<file path="src/rtop_pkg.sv">
// package: register map, encodings, ranges and carriers for the parameter bank
// How it works
// - restart mode 0 alarm only, 1 zero start, 2 match resume, 3 match-stop-trip.
// - under-voltage longer than allowed outage time trips, restart mode notwithstanding.
// - after under-voltage clears, wait retry delay before driving motor again.
// - power failure trip alarm disabled at 0, enabled at 1; the code raises no alarm on the mode 3 trip after restart.
// - restart count 0 limits restarts to 16; 1 allows unlimited restarts.
// - pull-in start frequency 0 previous shutoff, 1 maximum, 2 set frequency.
// - thermal level in 0.01 percent, accepting 2000 to 10000.
// - thermal curve 0 reduced torque one, 1 constant, 2 reduced two.
// - overload mode 0 off, 1 accel and constant speed, 2 constant only.
// - overload level in 0.01 percent, accepting 2000 to 15000.
package rtop_pkg;

  localparam int ADDR_W = 16;
  localparam int DATA_W = 16;
  localparam int NREG   = 14;

  // register offsets, index order matches the storage array
  localparam logic [15:0] OFF_RESTART_MODE  = 16'h10a5;
  localparam logic [15:0] OFF_UV_ALLOW      = 16'h10a6;
  localparam logic [15:0] OFF_RETRY_WAIT    = 16'h10a7;
  localparam logic [15:0] OFF_PF_ALARM_EN   = 16'h10a8;
  localparam logic [15:0] OFF_RESTART_COUNT = 16'h10a9;
  localparam logic [15:0] OFF_THERM_LVL     = 16'h10ad;
  localparam logic [15:0] OFF_THERM_CURVE   = 16'h10ae;
  localparam logic [15:0] OFF_OL_MODE       = 16'h10b5;
  localparam logic [15:0] OFF_OL_LVL        = 16'h10b6;
  localparam logic [15:0] OFF_PULLIN_SEL    = 16'h1170;
  localparam logic [15:0] OFF_THERM_LVL2    = 16'h1527;
  localparam logic [15:0] OFF_THERM_CURVE2  = 16'h1528;
  localparam logic [15:0] OFF_OL_MODE2      = 16'h1529;
  localparam logic [15:0] OFF_OL_LVL2       = 16'h152a;

  localparam logic [15:0] REG_OFF [NREG] = '{
    OFF_RESTART_MODE, OFF_UV_ALLOW, OFF_RETRY_WAIT, OFF_PF_ALARM_EN,
    OFF_RESTART_COUNT, OFF_THERM_LVL, OFF_THERM_CURVE, OFF_OL_MODE,
    OFF_OL_LVL, OFF_PULLIN_SEL, OFF_THERM_LVL2, OFF_THERM_CURVE2,
    OFF_OL_MODE2, OFF_OL_LVL2};

  // permitted ranges, minimum and maximum per register
  localparam logic [15:0] REG_MIN [NREG] = '{
    16'h0000, 16'h0003, 16'h0003, 16'h0000, 16'h0000, 16'h07d0, 16'h0000,
    16'h0000, 16'h07d0, 16'h0000, 16'h07d0, 16'h0000, 16'h0000, 16'h07d0};
  localparam logic [15:0] REG_MAX [NREG] = '{
    16'h0003, 16'h00fa, 16'h03e8, 16'h0001, 16'h0001, 16'h2710, 16'h0002,
    16'h0002, 16'h3a98, 16'h0002, 16'h2710, 16'h0002, 16'h0002, 16'h3a98};
  // reset values: restart mode, flags and pull-in at 0, times at 10, curves and overload modes at 1, thermal levels at maximum, overload levels 12000
  localparam logic [15:0] REG_RST [NREG] = '{
    16'h0000, 16'h000a, 16'h000a, 16'h0000, 16'h0000, 16'h2710, 16'h0001,
    16'h0001, 16'h2ee0, 16'h0000, 16'h2710, 16'h0001, 16'h0001, 16'h2ee0};

  // restart, timing and counting constants
  localparam int    CLK_HZ          = 200_000_000;
  localparam int    TENTH_SEC_MS    = 100;
  localparam int    TICK_CYCLES     = CLK_HZ / 1000 * TENTH_SEC_MS;
  localparam int    RESTART_LIMIT   = 16;

  typedef enum logic [1:0] {
    RTOP_RS_ALARM = 2'h0, RTOP_RS_ZERO = 2'h1,
    RTOP_RS_MATCH = 2'h2, RTOP_RS_MATCH_STOP = 2'h3} rtop_restart_t;
  typedef enum logic [1:0] {
    RTOP_PF_PREV = 2'h0, RTOP_PF_MAX = 2'h1, RTOP_PF_SET = 2'h2} rtop_pullin_t;
  typedef enum logic [1:0] {
    RTOP_TC_RED1 = 2'h0, RTOP_TC_CONST = 2'h1, RTOP_TC_RED2 = 2'h2} rtop_curve_t;
  typedef enum logic [1:0] {
    RTOP_OL_OFF = 2'h0, RTOP_OL_ACC_CONST = 2'h1,
    RTOP_OL_CONST = 2'h2} rtop_olmode_t;

  // register bus request
  typedef struct packed {
    logic              wr;
    logic              rd;
    logic [ADDR_W-1:0] addr;
    logic [DATA_W-1:0] wdata;
  } rtop_req_t;

  // decoded settings for the active motor, to the drive control logic
  typedef struct packed {
    rtop_restart_t restart_mode;
    logic          alarm_enable;
    logic          unlimited;
    rtop_pullin_t  pullin_sel;
    logic [15:0]   thermal_level;
    rtop_curve_t   thermal_curve;
    rtop_olmode_t  ol_mode;
    logic [15:0]   ol_level;
  } rtop_cfg_t;

  // restart sequencer events
  typedef struct packed {
    logic trip;
    logic restart;
    logic decel_stop;
  } rtop_evt_t;

endpackage

</file>
<file path="src/rtop_params.sv">
// parameter bank top: registers, motor select and restart sequencer
`timescale 1ns/100ps
module rtop_params #(
  parameter int TICK_CYCLES = rtop_pkg::TICK_CYCLES
) (
  input  wire logic                          i_clk,
  input  wire logic                          i_resetn,
  input  wire rtop_pkg::rtop_req_t           i_req,
  output logic [rtop_pkg::DATA_W-1:0]        o_rdata,
  output logic                               o_ack,
  output logic                               o_err,
  input  wire logic                          i_motor2_sel,
  input  wire logic                          i_undervoltage,
  input  wire logic                          i_trip_clear,
  output rtop_pkg::rtop_cfg_t                o_cfg,
  output rtop_pkg::rtop_evt_t                o_evt,
  output logic                               o_run_enable,
  output logic                               o_alarm,
  output logic [4:0]                         o_restart_count
);

  logic [rtop_pkg::NREG-1:0][15:0] regs;
  logic                            tick;

  rtop_regfile u_regs (
    .i_clk    (i_clk),
    .i_resetn (i_resetn),
    .i_req    (i_req),
    .o_rdata  (o_rdata),
    .o_ack    (o_ack),
    .o_err    (o_err),
    .o_regs   (regs)
  );

  rtop_tick #(.TICK_CYCLES(TICK_CYCLES)) u_tick (
    .i_clk    (i_clk),
    .i_resetn (i_resetn),
    .o_tick   (tick)
  );

  // selected-motor settings for the drive control logic
  rtop_pkg::rtop_cfg_t cfg;
  rtop_pkg::rtop_cfg_t next_cfg;

  always_comb begin
    next_cfg.restart_mode = rtop_pkg::rtop_restart_t'(regs[0][1:0]);
    next_cfg.alarm_enable = regs[3][0];
    next_cfg.unlimited    = regs[4][0];
    next_cfg.pullin_sel   = rtop_pkg::rtop_pullin_t'(regs[9][1:0]);
    if (i_motor2_sel) begin
      next_cfg.thermal_level = regs[10];
      next_cfg.thermal_curve = rtop_pkg::rtop_curve_t'(regs[11][1:0]);
      next_cfg.ol_mode       = rtop_pkg::rtop_olmode_t'(regs[12][1:0]);
      next_cfg.ol_level      = regs[13];
    end else begin
      next_cfg.thermal_level = regs[5];
      next_cfg.thermal_curve = rtop_pkg::rtop_curve_t'(regs[6][1:0]);
      next_cfg.ol_mode       = rtop_pkg::rtop_olmode_t'(regs[7][1:0]);
      next_cfg.ol_level      = regs[8];
    end
  end

  always_ff @(posedge i_clk or negedge i_resetn) begin
    if (!i_resetn) begin
      cfg <= '0;
    end else begin
      cfg <= next_cfg;
    end
  end

  assign o_cfg = cfg;

  // restart sequencer
  typedef enum logic [1:0] {
    RTOP_ST_RUN     = 2'b00,
    RTOP_ST_OUTAGE  = 2'b01,
    RTOP_ST_WAIT    = 2'b11,
    RTOP_ST_TRIPPED = 2'b10
  } rtop_state_t;

  rtop_state_t         state;
  rtop_state_t         next_state;
  logic [15:0]         timer;
  logic [15:0]         next_timer;
  logic [4:0]          count;
  logic [4:0]          next_count;
  rtop_pkg::rtop_evt_t evt;
  rtop_pkg::rtop_evt_t next_evt;
  logic                alarm;
  logic                next_alarm;

  always_comb begin
    next_state = state;
    next_timer = timer;
    next_count = count;
    next_alarm = alarm;
    next_evt   = '0;
    unique case (state)
      RTOP_ST_RUN: begin
        if (i_undervoltage) begin
          next_state = RTOP_ST_OUTAGE;
          next_timer = 16'h0000;
        end
      end
      RTOP_ST_OUTAGE: begin
        if (tick) begin
          next_timer = timer + 16'h0001;
        end
        if (i_undervoltage && tick && timer >= regs[1]) begin
          next_state    = RTOP_ST_TRIPPED;
          next_evt.trip = 1'b1;
          next_alarm    = cfg.alarm_enable;
        end else if (!i_undervoltage) begin
          if (cfg.restart_mode == rtop_pkg::RTOP_RS_ALARM ||
              (!cfg.unlimited &&
               count >= 5'(rtop_pkg::RESTART_LIMIT))) begin
            next_state    = RTOP_ST_TRIPPED;
            next_evt.trip = 1'b1;
            next_alarm    = cfg.alarm_enable;
          end else begin
            next_state = RTOP_ST_WAIT;
            next_timer = 16'h0000;
          end
        end
      end
      RTOP_ST_WAIT: begin
        if (i_undervoltage) begin
          next_state = RTOP_ST_OUTAGE;
          next_timer = 16'h0000;
        end else begin
          if (tick) begin
            next_timer = timer + 16'h0001;
          end
          // full retry delay elapsed: never restart early on tick phase
          if (tick && timer >= regs[2]) begin
            next_state       = RTOP_ST_RUN;
            next_evt.restart = 1'b1;
            next_count       = count + 5'h01;
            if (cfg.restart_mode == rtop_pkg::RTOP_RS_MATCH_STOP) begin
              next_evt.decel_stop = 1'b1;
              next_evt.trip       = 1'b1;
            end
          end
        end
      end
      RTOP_ST_TRIPPED: begin
        if (i_trip_clear) begin
          next_state = RTOP_ST_RUN;
          next_count = 5'h00;
          next_alarm = 1'b0;
        end
      end
    endcase
  end

  always_ff @(posedge i_clk or negedge i_resetn) begin
    if (!i_resetn) begin
      state <= RTOP_ST_RUN;
      timer <= 16'h0000;
      count <= 5'h00;
      evt   <= '0;
      alarm <= 1'b0;
    end else begin
      state <= next_state;
      timer <= next_timer;
      count <= next_count;
      evt   <= next_evt;
      alarm <= next_alarm;
    end
  end

  assign o_evt           = evt;
  assign o_alarm         = alarm;
  assign o_restart_count = count;
  assign o_run_enable    = (state == RTOP_ST_RUN);

endmodule

</file>
<file path="src/rtop_regfile.sv">
// register storage with range checking on each write
`timescale 1ns/100ps
module rtop_regfile (
  input  wire logic                          i_clk,
  input  wire logic                          i_resetn,
  input  wire rtop_pkg::rtop_req_t           i_req,
  output logic [rtop_pkg::DATA_W-1:0]        o_rdata,
  output logic                               o_ack,
  output logic                               o_err,
  output logic [rtop_pkg::NREG-1:0][15:0]    o_regs
);

  logic [rtop_pkg::NREG-1:0][15:0] regs;
  logic [rtop_pkg::NREG-1:0][15:0] next_regs;
  logic [15:0]                     rdata;
  logic [15:0]                     next_rdata;
  logic                            ack;
  logic                            next_ack;
  logic                            err;
  logic                            next_err;
  logic [rtop_pkg::NREG-1:0]       hit;

  // address decode, one hit line per register
  genvar g;
  generate
    for (g = 0; g < rtop_pkg::NREG; g++) begin : g_dec
      assign hit[g] = (i_req.addr == rtop_pkg::REG_OFF[g]);
    end
  endgenerate

  // write with range check, read mux, answer flags
  always_comb begin
    next_regs  = regs;
    next_rdata = rdata;
    next_ack   = 1'b0;
    next_err   = 1'b0;
    if (i_req.wr || i_req.rd) begin
      next_ack = 1'b1;
      next_err = ~|hit;
    end
    for (int i = 0; i < rtop_pkg::NREG; i++) begin
      if (hit[i] && i_req.rd) begin
        next_rdata = regs[i];
      end
      if (hit[i] && i_req.wr) begin
        if (i_req.wdata >= rtop_pkg::REG_MIN[i] &&
            i_req.wdata <= rtop_pkg::REG_MAX[i]) begin
          next_regs[i] = i_req.wdata;
        end else begin
          next_err = 1'b1;
        end
      end
    end
  end

  always_ff @(posedge i_clk or negedge i_resetn) begin
    if (!i_resetn) begin
      for (int i = 0; i < rtop_pkg::NREG; i++) begin
        regs[i] <= rtop_pkg::REG_RST[i];
      end
      rdata <= 16'h0000;
      ack   <= 1'b0;
      err   <= 1'b0;
    end else begin
      regs  <= next_regs;
      rdata <= next_rdata;
      ack   <= next_ack;
      err   <= next_err;
    end
  end

  assign o_regs  = regs;
  assign o_rdata = rdata;
  assign o_ack   = ack;
  assign o_err   = err;

endmodule

</file>
<file path="src/rtop_tick.sv">
// tenth-of-a-second tick generator
`timescale 1ns/100ps
module rtop_tick #(
  parameter int TICK_CYCLES = rtop_pkg::TICK_CYCLES
) (
  input  wire logic i_clk,
  input  wire logic i_resetn,
  output logic      o_tick
);

  logic [31:0] cnt;
  logic [31:0] next_cnt;

  // free running divider, pulse at wrap
  always_comb begin
    if (cnt >= 32'(TICK_CYCLES - 1)) begin
      next_cnt = 32'h0000_0000;
    end else begin
      next_cnt = cnt + 32'h0000_0001;
    end
  end

  always_ff @(posedge i_clk or negedge i_resetn) begin
    if (!i_resetn) begin
      cnt <= 32'h0000_0000;
    end else begin
      cnt <= next_cnt;
    end
  end

  assign o_tick = (cnt >= 32'(TICK_CYCLES - 1));

endmodule

</file>
<file path="config.mk">
export PLATFORM = sky130hd
export DESIGN_NAME = rtop_params
export DESIGN_NICKNAME = d
export VERILOG_FILES = /design/src/rtop_pkg.sv /design/src/rtop_params.sv /design/src/rtop_regfile.sv /design/src/rtop_tick.sv
export SDC_FILE = /design/constraint.sdc
export NUM_CORES = 1
export LEC_CHECK = 0
export BUFFER_PORTS_ARGS = -buffer_cell sky130_fd_sc_hd__buf_4
export CAP_MARGIN = 40
export CORE_MARGIN = 3
export CORE_UTILIZATION = 40
export DETAILED_ROUTE_END_ITERATION = 7
export GPL_ROUTABILITY_DRIVEN = 0
export PLACE_DENSITY = 0.61
export SLEW_MARGIN = 20
export SYNTH_ARGS = -nofsm -noshare
export SYNTH_HDL_FRONTEND = slang
export SYNTH_HIERARCHICAL = 1
export SYNTH_SLANG_ARGS = --single-unit
export TNS_END_PERCENT = 1
</file>
<file path="constraint.sdc">
create_clock -name i_clk -period 3.7 [get_ports i_clk]
set_input_delay 0.555 -clock i_clk [delete_from_list [all_inputs] [get_ports i_clk]]
set_output_delay 0.555 -clock i_clk [all_outputs]
set_load 0.005 [all_outputs]
</file>
==> results of run 1 <==
-- cell families after synthesis --
kind of cell    count (synthesis)
fa+ha+maj                      35
mux                           133
other cells                     1
xor+xnor                       17
buf+inv                       142
flops                         343
simple gates                  564
compound gates                302
-- critical path, stage by stage (launching register included) --
cell,delay (ns)
dfrtp_1,0.44
or3_1,0.41
nor4_1,0.29
o311a_1,0.24
or2_1,0.44
nand2_1,0.14
nor4_1,0.55
and3_1,0.34
nand4_1,0.14
xor2_1,0.19
o21ai_2,0.06
-- per-stage QoR --
stage / instances / utilization
after global routing: 2211 / 0.4798
after detailed placement: 2142 / 0.4502
after global placement: 2141 / 0.4500
after floorplan: 1543 / -
final: 2211 / 0.4798
after CTS: 2211 / 0.4798
-- registers in the layout, indices dropped and copies added (netlist names) --
signal / cells
u_regs/o_regs: 224
o_cfg: 42
u_tick/cnt: 32
timer: 16
u_regs/o_rdata: 16
o_restart_count: 5
o_evt: 3
state: 2
o_alarm: 1
u_regs/o_ack: 1
u_regs/o_err: 1
-- metal layers --
layer  vias up  routed length (um)  track usage
met2       615               22400       0.3436
met3        92                4503      0.05104
li1       5814                   -            -
met1      6435               23280       0.3451
met4         0                1498      0.07090
met5         -                   0            0
-- worst max path at each step --
| stage | from | to | slack (ns) |
|---|---|---|---|
| finish | u_tick/cnt[19] | timer[14] | 0.32 |
| detailed placement | i_req[25] | u_regs/o_rdata[7] | 0.16 |
| floorplan | i_req[25] | u_regs/o_rdata[1] | 0.58 |
| CTS | u_tick/cnt[19] | timer[14] | 0.36 |
| global route | u_tick/cnt[19] | timer[10] | 0.02 |
| global placement | i_req[25] | u_regs/o_regs[22] | 0.25 |
-- area by class of cell --
class / instances / area, um^2 / area share
Tap cell: 525 / 656.9 / 0.03406
Timing Repair Buffer: 164 / 1289 / 0.06683
Clock inverter: 7 / 57.56 / 0.002985
Multi-Input combinational cell: 1058 / 7330 / 0.3801
Sequential cell: 343 / 8623 / 0.4472
Inverter: 52 / 195.2 / 0.01012
Clock buffer: 62 / 1132 / 0.05872
-- placed cells by master (no fill, tap or decap), types with 12 or more instances in the layout --
cell type,Yosys,final
o211ai_1,18,18
nor2_1,77,77
nor2b_1,81,81
o21ai_0,69,69
nand2_1,98,98
clkbuf_1,72,16
nand3_1,62,62
nor3_1,50,46
a211oi_1,15,15
nor4_1,15,15
and2_1,65,65
inv_1,52,52
a21oi_1,40,40
buf_4,1,159
a22oi_1,18,18
nand4_1,29,29
ha_1,35,35
o22ai_1,15,15
clkbuf_16,0,39
xnor2_1,12,12
nand2b_1,12,12
dfrtp_1,311,311
and3_1,13,13
mux2_2,125,125
or3_1,14,14
dfstp_2,32,32
-- power groups by stage --
stage               clock (mW)  combinational (mW)  sequential [mW]
detailed placement           0               0.770             3.98
global route              3.89               0.860             3.92
global placement             0               0.741             3.98
CTS                       3.72               0.773             3.91
floorplan                    0               0.461             3.94
finish                    3.63               0.768             3.91
==> out/metrics.json, run 1 <==
{
  "run_status": {
    "outcome": "finished clean"
  },
  "yosys": {
    "yosysSeqAreaShare": 0.5233,
    "synth.yosys.warnings": 6,
    "synth_top_area_share": 0.4722,
    "ys_top_cells_by_count": "dfrtp_1, mux2_2, nand2_1, nor2b_1, nor2_1",
    "synth.mux.area_fraction": 0.09027,
    "synthFlopType": "dfrtp_1",
    "synth-compound-area-share": 0.1289,
    "ys_types": 89,
    "synthAdderAreaFrac": 0.02657,
    "synthCells": 1537,
    "largest_family_of_logic_cells_by_synthesized_area": "simple AND/OR/NAND/NOR gates",
    "yosys.area_share.simple": 0.1872,
    "post-synth-top-count-cell": "dfrtp_1",
    "mappedNetlistArea_mm2": 0.01648,
    "yosys.area_share.xor_xnor": 0.009035,
    "netlist_top_cells_area": "dfrtp_1, mux2_2, dfstp_2, nor2b_1, ha_1",
    "synth-seq-cells": 343,
    "syn-mean-instance-area_um2": 10.72,
    "synth_edf_count": 0,
    "synth_async_sr_flop_share": 1.000,
    "yosys.area.top_type": "dfrtp_1"
  },
  "detailed_routing": {
    "detail-route-antenna-nets": 0,
    "wirelength_per_cell_um": 23.37,
    "route.detailed.vias_per_inst": 5.860,
    "wl_um": 51680,
    "drcViolationCount": 0,
    "firstDrtPassIters": 5,
    "drtIter0Drc": 1428,
    "num_vias": 12960
  },
  "timing": {
    "setup_total_negative_slack_ns": 0,
    "setup_ws_ns": 0.3228,
    "fin_crit_sh": 0.9127,
    "tightest_slew_ns": 0.8325,
    "hold_ws_ns": 0.02870,
    "final-hold-violation-count": 0,
    "final_period_minus_worst_setup_slack_ns": 3.377,
    "slew_violations": 0,
    "rsz_0062_raised_after_global_routing": "false",
    "slew_headroom": 0.4433,
    "fmax_mhz": 296.1,
    "clock_skew_ns": 0.02085,
    "finalSetupViolCount": 0
  },
  "finish": {
    "drive_gt1_frac": 0.2402,
    "area.growth.synth_to_final_pct": 17.01,
    "finalInstanceArea_mm2": 0.01928,
    "n_fill_cell": 3684,
    "antenna_cells_inserted": 0,
    "nets": 1731
  },
  "power": {
    "clock_power_share": 0.437,
    "totalPowerFinal_mw": 8.312,
    "pwr-share-comb": 0.092,
    "power.share.switching": 0.2517,
    "total_switching_power_mw": 2.092,
    "p_seq_frac": 0.471,
    "power.density_cell_area_mw_per_mm2": 431.1,
    "p_leak_nw": 9.090,
    "power.ir.vdd_worst_mv": 0.2634,
    "cellInternalPower_mw": 6.220
  },
  "floorplan": {
    "num_io_pins": 109,
    "initial_core_util": 0.4101,
    "floorplan.die_area_mm2": 0.04367,
    "die_y_um": 209.0,
    "die_w_um": 209.0,
    "design.core.area_mm2": 0.04019,
    "placementRows": 73
  },
  "worst_setup_path": {
    "cp.arrival_ns": 3.77,
    "setup.worst_path.class": "flop to flop",
    "rrSetupSlack_ns": 0.32,
    "crit_path_max_fanout": 10,
    "r2r_worst_path_depth": 10,
    "r2r-start": "u_tick/cnt[19]",
    "timing.critical_path.required_ns": 4.09,
    "critical_path.endpoint_type": "flop",
    "crit-reg2reg-capture": "timer[14]",
    "worstSetupStartpointType": "flop"
  },
  "global_routing": {
    "grt_start_max_net_pins": 98,
    "grtUsageTotal": 0.2333,
    "grt_pass1_wl_um": 79250,
    "number_of_global_route_vias_before_repair": 12860,
    "grt_antenna_before_repair": 0,
    "overflow": 0
  },
  "place": {
    "placement_stage_worst_setup_slack_ns": 0.1571,
    "io_buffer_count": 108,
    "postPlaceCellArea_mm2": 0.01809,
    "dp_hpwl_um": 36210
  },
  "clock_network": {
    "clkSinkCount": 343,
    "clock_path_buffers": 3,
    "clkTransAtPathRegs_ns": 0.06,
    "tritoncts": "built",
    "cts.root.buffer_cell": "clkbuf_16",
    "ctsResizeCount": 0,
    "cts_inserted_buffers": 38,
    "clock_latency_ns": 0.54,
    "cts_hold_repair.buffers": 0,
    "cts_max_level": 2,
    "cts_post_setup_buffers_inserted": 0
  },
  "job": {
    "maxCapViolCount": 0
  },
  "worst_hold_path": {
    "hold_class": "input port to asynchronous set/reset pin"
  }
}
Power figures use the tool's default switching activity.
==> run 2: changes to the inputs <==
--- a/config.mk
+++ b/config.mk
@@ -7,7 +7,6 @@
 export LEC_CHECK = 0
 export BUFFER_PORTS_ARGS = -buffer_cell sky130_fd_sc_hd__buf_4
 export CAP_MARGIN = 40
-export CORE_MARGIN = 3
 export CORE_UTILIZATION = 40
 export DETAILED_ROUTE_END_ITERATION = 7
 export GPL_ROUTABILITY_DRIVEN = 0
==> constraint.sdc (replaced) <==
create_clock -name i_clk -period 3.7 [get_ports i_clk]
set_input_delay 0 -clock i_clk [delete_from_list [all_inputs] [get_ports i_clk]]
set_output_delay 0 -clock i_clk [all_outputs]
set_load 0.005 [all_outputs]
==> run 2 against run 1 <==
Compared with the run above:
- sequential share of layout area decreased by 0.70 points
- clock skew grew 0.0013 ns
- register-to-register slack gained 0.15 ns
- power up 3.3%
- clock-buffer cell count decreased by 7
- core utilization rose by 0.76 points
- routed wire length shrank 1.1%
- critical path depth is the same
- final area increased by 1.6%
==> out/metrics.json, run 2 (same netlist as run 1, synthesis figures left out) <==
{
  "run_status": {
    "outcome": "finished clean"
  },
  "worst_setup_path": {
    "cp.arrival": {"value": 3.62, "unit": "ns", "change": "-0.15 ns"},
    "critical_path.most_common_cell": "nor4_1",
    "crit_path_max_incr_delay": {"value": 0.54, "unit": "ns", "change": "about the same"},
    "critical_path.endpoint_type": "flop",
    "timing.critical_path.max_delay_family": "simple AND/OR/NAND/NOR gates",
    "timing.critical_path.required": {"value": 4.10, "unit": "ns", "change": "about the same"},
    "r2r-start": "u_tick/cnt[19]",
    "path_buf_inv": {"value": 0, "change": "unchanged"},
    "critical-path-slowest-cell": "nor4_1",
    "crit_path_max_fanout": {"value": 10, "change": "unchanged"},
    "setup.worst_path.class": "flop to flop",
    "worstSetupStartpointType": "flop",
    "critical_path_cell_by_cell": "or3_1 > nor4_1 > o311a_1 > or2_1 > nand2_1 > nor4_1 > and3_1 > nand4_1 > xor2_1 > o21ai_2",
    "startpoint_of_the_worst_setup_timing_path": "u_tick/cnt[19]"
  },
  "place": {
    "placement_stage_worst_setup_slack": {"value": 0.4676, "unit": "ns", "change": "+0.3105 ns"},
    "io_buffer_count": {"value": 108, "change": "unchanged"},
    "postPlaceCellArea": {"value": 0.01805, "unit": "mm^2", "change": "-0.22%"},
    "dp_hpwl": {"value": 35400, "unit": "um", "change": "-2.2%"}
  },
  "floorplan": {
    "die_w": {"value": 205.0, "unit": "um", "change": "-1.9%"},
    "floorplan.die_area": {"value": 0.04201, "unit": "mm^2", "change": "-3.8%"},
    "num_io_pins": {"value": 109, "change": "unchanged"},
    "design.core.area": {"value": 0.04019, "unit": "mm^2", "change": "unchanged"},
    "initial_core_util": {"value": 0.4101, "change": "unchanged"},
    "placementRows": {"value": 73, "change": "unchanged"},
    "die_y": {"value": 205.0, "unit": "um", "change": "-1.9%"}
  },
  "finish": {
    "drive_gt1_frac": {"value": 0.2411, "change": "+0.0008422"},
    "largest_register_ffs": {"value": 224, "change": "unchanged"},
    "n_fill_cell": {"value": 3658, "change": "-0.71%"},
    "finalInstanceArea": {"value": 0.01959, "unit": "mm^2", "change": "+1.6%"},
    "final_common_cell": "dfrtp_1",
    "area.growth.synth_to_final_pct": 18.87,
    "most-common-layout-cells": "dfrtp_1, buf_4, mux2_2",
    "nets": {"value": 1750, "change": "+1.1%"}
  },
  "power": {
    "power.ir.vdd_worst": {"value": 0.2700, "unit": "mV", "change": "+2.5%"},
    "power.density_cell_area": {"value": 438.4, "unit": "mW/mm^2", "change": "+1.7%"},
    "totalPowerFinal": {"value": 8.587, "unit": "mW", "change": "+3.3%"},
    "p_leak": {"value": 9.230, "unit": "nW", "change": "+1.5%"}
  },
  "clock_network": {
    "clkSinkCount": {"value": 343, "change": "unchanged"},
    "cts_post_setup_buffers_inserted": {"value": 0, "change": "unchanged"},
    "clkTransAtPathRegs": {"value": 0.06, "unit": "ns", "change": "about the same"},
    "cts_max_level": {"value": 2, "change": "unchanged"},
    "clock_latency": {"value": 0.55, "unit": "ns", "change": "about the same"},
    "tritoncts": "built",
    "cts_inserted_buffers": {"value": 38, "change": "unchanged"},
    "clock_path_buffers": {"value": 3, "change": "unchanged"},
    "cts.root.buffer_cell": "clkbuf_16"
  },
  "global_routing": {
    "grt_pass1_wl": {"value": 78250, "unit": "um", "change": "-1.3%"},
    "grtUsageTotal": {"value": 0.2467, "change": "+0.01344"},
    "overflow": {"value": 0, "change": "unchanged"},
    "number_of_global_route_vias_before_repair": {"value": 12800, "change": "-0.51%"},
    "grt_antenna_before_repair": {"value": 2, "change": "+2"},
    "grt_start_max_net_pins": {"value": 107, "change": "+9.2%"}
  },
  "detailed_routing": {
    "route.detailed.vias_per_inst": {"value": 5.860, "change": "about the same"},
    "drtIter0Drc": {"value": 1307, "change": "-8.5%"},
    "detail-route-antenna-nets": {"value": 0, "change": "unchanged"},
    "wirelength_per_cell": {"value": 22.88, "unit": "um", "change": "-2.1%"},
    "wl": {"value": 51090, "unit": "um", "change": "-1.1%"},
    "firstDrtPassIters": {"value": 6, "change": "+1"},
    "drcViolationCount": {"value": 0, "change": "unchanged"},
    "num_vias": {"value": 13090, "change": "+1.0%"}
  },
  "worst_hold_path": {
    "hold_class": "input port to flop",
    "hp-start": "i_req[17]"
  },
  "timing": {
    "tightest_slew": {"value": 0.8470, "unit": "ns", "change": "+0.01443 ns"},
    "hold_ws": {"value": 0.06016, "unit": "ns", "change": "+0.03146 ns"},
    "setup_ws": {"value": 0.4711, "unit": "ns", "change": "+0.1482 ns"},
    "slew_violations": {"value": 0, "change": "unchanged"},
    "final-hold-violation-count": {"value": 0, "change": "unchanged"},
    "slew_headroom": {"value": 0.4354, "change": "-0.007982"},
    "setup_total_negative_slack": {"value": 0, "unit": "ns", "change": "unchanged"},
    "fmax": {"value": 309.7, "unit": "MHz", "change": "+4.6%"},
    "final_period_minus_worst_setup_slack": {"value": 3.229, "unit": "ns", "change": "-0.1482 ns"},
    "finalSetupViolCount": {"value": 0, "change": "unchanged"},
    "fin_crit_sh": {"value": 0.8727, "change": "-0.04006"},
    "rsz_0062_raised_after_global_routing": "false",
    "clock_skew": {"value": 0.02214, "unit": "ns", "change": "+0.001289 ns"}
  },
  "job": {
    "maxCapViolCount": {"value": 0, "change": "unchanged"}
  }
}
[run 2: changes by cell type in the layout (fill, tap and decap cells not counted), sizes merged]
cell / delta
bufinv: +3
buf: -2
clkbuf: -7
diode: +3
clkinv: +3
inv: +1
dlygate4sd3: +21
[run 2: repair_timing]
action,4_1_cts,5_1_grt
gates resized for setup,0,0
hold buffers,21,0
setup endpoints to repair,0,0
endpoints found under the hold margin,190,0
[run 2: per-stage QoR]
step           utilization  std cells
2_1_floorplan            -       1543
3_3_place_gp        0.4485       2136
3_5_place_dp        0.4492       2138
4_1_cts             0.4865       2228
5_1_grt             0.4872       2230
6_report            0.4874       2233
[run 2: power breakdown]
group	internal [mW]	switching, mW
sequential	3.82	0.0982
clock	2.32	1.58
combinational	0.308	0.463
total	6.45	2.14
[run 2: final timing paths]
check                                     end  slack, ns  cells after the start
setup reg to reg                    timer[14]       0.47                     10
hold reg to reg                     o_cfg[40]       0.41                      0
min in group asynchronous  o_restart_count[1]       0.12                      2
hold / removal                   u_regs/o_err       0.06                      5
setup / recovery                    timer[14]       0.47                     10
max in group asynchronous   u_regs/o_regs[77]       2.47                      3
[run 2: cell type report]
cell class                      instances  area, um^2  share of cell area
Timing Repair Buffer                  183        1489             0.07601
Multi-Input combinational cell       1058        7330              0.3742
Sequential cell                       343        8623              0.4402
Tap cell                              525       656.9             0.03353
Inverter                               52       195.2            0.009964
Antenna cell                            3       7.507           0.0003832
Clock inverter                         14       171.4            0.008751
Clock buffer                           55        1116             0.05697
[run 2: routing by layer]
layer | track usage | wire [um]
met1 | 0.3471 | 22380
met2 | 0.3746 | 22680
met3 | 0.04502 | 3993
met4 | 0.09868 | 2037
met5 | 0 | 0
[run 2: worst min-delay path: cells and delay by family]
family          cells  cell delay, ns
compound gates      1            0.15
buf+inv             1            0.18
simple gates        3            0.18
==> run 3: changes to the inputs <==
--- a/config.mk
+++ b/config.mk
@@ -5,12 +5,12 @@
 export SDC_FILE = /design/constraint.sdc
 export NUM_CORES = 1
 export LEC_CHECK = 0
-export BUFFER_PORTS_ARGS = -buffer_cell sky130_fd_sc_hd__buf_4
 export CAP_MARGIN = 40
 export CORE_UTILIZATION = 40
 export DETAILED_ROUTE_END_ITERATION = 7
+export DONT_BUFFER_PORTS = 1
 export GPL_ROUTABILITY_DRIVEN = 0
-export PLACE_DENSITY = 0.61
+export PLACE_DENSITY = 0.58
 export SLEW_MARGIN = 20
 export SYNTH_ARGS = -nofsm -noshare
 export SYNTH_HDL_FRONTEND = slang
==> constraint.sdc (replaced) <==
create_clock -name i_clk -period 3.37 [get_ports i_clk]
set_input_delay 0 -clock i_clk [delete_from_list [all_inputs] [get_ports i_clk]]
set_output_delay 0 -clock i_clk [all_outputs]
set_load 0.005 [all_outputs]
==> run 3 against run 2 <==
Compared with the run above:
- the flow now finishes with violations (negative hold slack, max-slew violations)
- clock skew up 0.0076 ns
- clock power up 9.2%
- final cell count down 5.2%
- global-route usage up 0.40 points
- clock-buffer cell count unchanged
- worst hold slack worse by 0.89 ns
- first-iteration DRC count up 0.23%
- sequential share of layout area up 2.0 points
- combinational power down 20%
- maximum frequency up 3.8%
- power up 7.0%
- critical path type unchanged
- largest power group unchanged
==> out/metrics.json, run 3 (same netlist as run 1, synthesis figures left out) <==
{
  "run_status": {
    "outcome": "finished, violations left",
    "violations_in_the_final_reports": "negative hold slack, max-slew violations"
  },
  "finish": {
    "most-common-layout-cells": "dfrtp_1, mux2_2, nand2_1",
    "antenna_cells_inserted": {"value": 0, "change": "-3"},
    "area.growth.synth_to_final_pct": 13.70,
    "nets": {"value": 1638, "change": "-6.4%"},
    "finalInstanceArea": {"value": 0.01874, "unit": "mm^2", "change": "-4.3%"},
    "final_common_cell": "dfrtp_1",
    "drive_gt1_frac": {"value": 0.1827, "change": "-0.05838"},
    "post_layout_nonfiller_instances": {"value": 2118, "change": "-5.2%"},
    "n_fill_cell": {"value": 3699, "change": "+1.1%"},
    "largest_register_ffs": {"value": 224, "change": "unchanged"}
  },
  "worst_setup_path": {
    "critical-path-slowest-cell": "nor4_1",
    "crit-reg2reg-capture": "timer[14]",
    "crit_path_max_fanout": {"value": 7, "change": "-3"},
    "path_depth": {"value": 10, "change": "unchanged"},
    "timing.critical_path.max_delay_family": "simple AND/OR/NAND/NOR gates",
    "rrSetupSlack": {"value": 0.26, "unit": "ns", "change": "-0.21 ns"},
    "endpoint": "timer[14]",
    "startpoint_of_the_worst_setup_timing_path": "u_tick/cnt[19]",
    "setup.worst_path.class": "flop to flop",
    "critical_path.most_common_cell": "nor4_1",
    "r2r_worst_path_depth": {"value": 10, "change": "unchanged"},
    "crit_path_max_incr_delay": {"value": 0.49, "unit": "ns", "change": "-0.05 ns"},
    "cp.arrival": {"value": 3.50, "unit": "ns", "change": "-0.12 ns"},
    "path_buf_inv": {"value": 0, "change": "unchanged"},
    "critical_path.endpoint_type": "flop",
    "timing.critical_path.required": {"value": 3.76, "unit": "ns", "change": "-0.34 ns"},
    "worstSetupStartpointType": "flop",
    "critical_path_cell_by_cell": "or3_1 > nor4_1 > o311a_1 > or2_1 > nand2_1 > nor4_1 > and3_1 > nand4_1 > xor2_1 > o21ai_2",
    "r2r-start": "u_tick/cnt[19]"
  },
  "timing": {
    "clock_skew": {"value": 0.02971, "unit": "ns", "change": "+0.007571 ns"},
    "fmax": {"value": 321.5, "unit": "MHz", "change": "+3.8%"},
    "setup_total_negative_slack": {"value": 0, "unit": "ns", "change": "unchanged"},
    "hold_ws": {"value": -0.8298, "unit": "ns", "change": "-0.8899 ns"},
    "tightest_slew": {"value": 1.512, "unit": "ns", "change": "+0.6646 ns"},
    "setup_ws": {"value": 0.2595, "unit": "ns", "change": "-0.2115 ns"},
    "fin_crit_sh": {"value": 0.9230, "change": "+0.05030"},
    "finalSetupViolCount": {"value": 0, "change": "unchanged"},
    "slew_violations": {"value": 24, "change": "+24"},
    "final_period_minus_worst_setup_slack": {"value": 3.110, "unit": "ns", "change": "-0.1185 ns"},
    "slew_headroom": {"value": -0.007705, "change": "-0.4431"},
    "rsz_0062_raised_after_global_routing": "false",
    "final-hold-violation-count": {"value": 341, "change": "+341"}
  },
  "global_routing": {
    "grt.met2_usage": {"value": 0.3762, "change": "+0.001569"},
    "layer_with_the_highest_usage": "met2",
    "grtUsageTotal": {"value": 0.2507, "change": "+0.003970"},
    "grt_pass1_wl": {"value": 78800, "unit": "um", "change": "+0.70%"},
    "overflow": {"value": 0, "change": "unchanged"},
    "grt_antenna_before_repair": {"value": 1, "change": "-1"},
    "met3_usage": {"value": 0.06013, "change": "+0.01511"},
    "number_of_global_route_vias_before_repair": {"value": 12150, "change": "-5.1%"},
    "grt_start_max_net_pins": {"value": 344, "change": "+220%"},
    "grtUsageMet1": {"value": 0.3537, "change": "+0.006569"}
  },
  "place": {
    "postPlaceCellArea": {"value": 0.01711, "unit": "mm^2", "change": "-5.2%"},
    "io_buffer_count": {"value": 0, "change": "-100%"},
    "dp_hpwl": {"value": 34560, "unit": "um", "change": "-2.3%"},
    "placed_cells": {"value": 2017, "change": "-5.7%"},
    "placement_stage_worst_setup_slack": {"value": 0.2703, "unit": "ns", "change": "-0.1973 ns"}
  },
  "power": {
    "p_seq_frac": {"value": 0.469, "change": "+0.013"},
    "p_leak": {"value": 8.627, "unit": "nW", "change": "-6.5%"},
    "power.density_cell_area": {"value": 490.3, "unit": "mW/mm^2", "change": "+12%"},
    "pwr-share-comb": {"value": 0.067, "change": "-0.023"},
    "totalPowerFinal": {"value": 9.188, "unit": "mW", "change": "+7.0%"},
    "cellInternalPower": {"value": 6.986, "unit": "mW", "change": "+8.3%"},
    "power.share.switching": {"value": 0.2397, "change": "-0.009328"},
    "total_switching_power": {"value": 2.202, "unit": "mW", "change": "+3.0%"},
    "clock_power_share": {"value": 0.464, "change": "+0.010"},
    "power.ir.vdd_worst": {"value": 0.2697, "unit": "mV", "change": "-0.13%"}
  },
  "clock_network": {
    "clock_latency": {"value": 0.55, "unit": "ns", "change": "about the same"},
    "cts_max_level": {"value": 2, "change": "unchanged"},
    "clock_path_buffers": {"value": 3, "change": "unchanged"},
    "cts_inserted_buffers": {"value": 38, "change": "unchanged"},
    "cts_hold_repair.buffers": {"value": 31, "change": "+48%"},
    "cts.root.buffer_cell": "clkbuf_16",
    "tritoncts": "built",
    "clkTransAtPathRegs": {"value": 0.06, "unit": "ns", "change": "about the same"},
    "clkSinkCount": {"value": 343, "change": "unchanged"}
  },
  "floorplan": {
    "die_w": {"value": 205.0, "unit": "um", "change": "unchanged"},
    "initial_core_util": {"value": 0.4101, "change": "unchanged"},
    "placementRows": {"value": 73, "change": "unchanged"},
    "floorplan.die_area": {"value": 0.04201, "unit": "mm^2", "change": "unchanged"},
    "num_io_pins": {"value": 109, "change": "unchanged"},
    "design.core.area": {"value": 0.04019, "unit": "mm^2", "change": "unchanged"},
    "die_y": {"value": 205.0, "unit": "um", "change": "unchanged"}
  },
  "detailed_routing": {
    "detail-route-antenna-nets": {"value": 0, "change": "unchanged"},
    "wl": {"value": 52340, "unit": "um", "change": "+2.5%"},
    "drtIter0Drc": {"value": 1310, "change": "+0.23%"},
    "route.detailed.vias_per_inst": {"value": 5.995, "change": "+2.3%"},
    "num_vias": {"value": 12700, "change": "-3.0%"},
    "drcViolationCount": {"value": 0, "change": "unchanged"},
    "firstDrtPassIters": {"value": 6, "change": "unchanged"},
    "wirelength_per_cell": {"value": 24.71, "unit": "um", "change": "+8.0%"}
  },
  "job": {
    "maxCapViolCount": {"value": 0, "change": "unchanged"}
  },
  "worst_hold_path": {
    "hold_class": "input port to asynchronous set/reset pin"
  }
}
-- run 3: cell types whose count changed in the layout (fill, tap and decap cells not counted), moves of 3 or more --
cell	previous run	this run
buf_8	5	2
diode_2	3	0
dlygate4sd3_1	21	30
buf_4	155	38
-- run 3: layout make-up --
class	instances	area (um^2)	share of cell area
sequential	343	8623	0.4602
multi-input combinational	1058	7333	0.3914
inverter	52	195.2	0.01042
tap	525	656.9	0.03506
timing repair buffer	71	643.1	0.03432
clock buffer	55	1116	0.05956
clock inverter	14	170.2	0.009081
-- run 3: timing repair --
action,CTS,global route
setup buffers,0,0
gates resized for setup,0,0
hold endpoints to repair,550,343
setup endpoints to repair,0,0
-- run 3: routing by layer --
metal	vias to the layer above	part of all wire	routed length, um
li1	5644	-	-
met1	6374	0.43	22770
met2	589	0.44	23250
met3	91	0.093	4870
met4	0	0.028	1456
met5	-	0	0
-- run 3: worst register-to-register path, stage by stage (launching register included) --
cell	delay [ns]
dfrtp_1	0.43
or3_1	0.42
nor4_1	0.26
o311a_1	0.25
or2_1	0.28
nand2_1	0.12
nor4_1	0.49
and3_1	0.33
nand4_1	0.13
xor2_1	0.19
o21ai_2	0.07
-- run 3: power by group through the flow --
stage               registers [mW]  logic, mW  clock network (mW)
floorplan                     4.32      0.506                   0
global placement              4.38      0.534                   0
detailed placement            4.38      0.542                   0
CTS                           4.31      0.612                4.36
global route                  4.32      0.688                4.51
finish                        4.31      0.617                4.26
-- run 3: worst min-delay path by stage --
stage          startpoint            endpoint  slack [ns]  cells past startpoint
2_1_floorplan    i_resetn             o_alarm       -0.30                      0
3_3_place_gp     i_resetn  o_restart_count[3]       -0.29                      0
3_5_place_dp     i_resetn  o_restart_count[3]       -0.28                      0
4_1_cts          i_resetn            timer[2]       -0.85                      0
5_1_grt          i_resetn  o_restart_count[3]       -0.85                      0
6_report         i_resetn  o_restart_count[3]       -0.83                      0
-- run 3: per-stage QoR --
step / util / hold slack, ns
after detailed placement: 0.4257 / -0.2841
final: 0.4663 / -0.8298
after floorplan: - / -0.2956
after CTS: 0.4659 / -0.8519
after global routing: 0.4663 / -0.8479
after global placement: 0.4253 / -0.2893
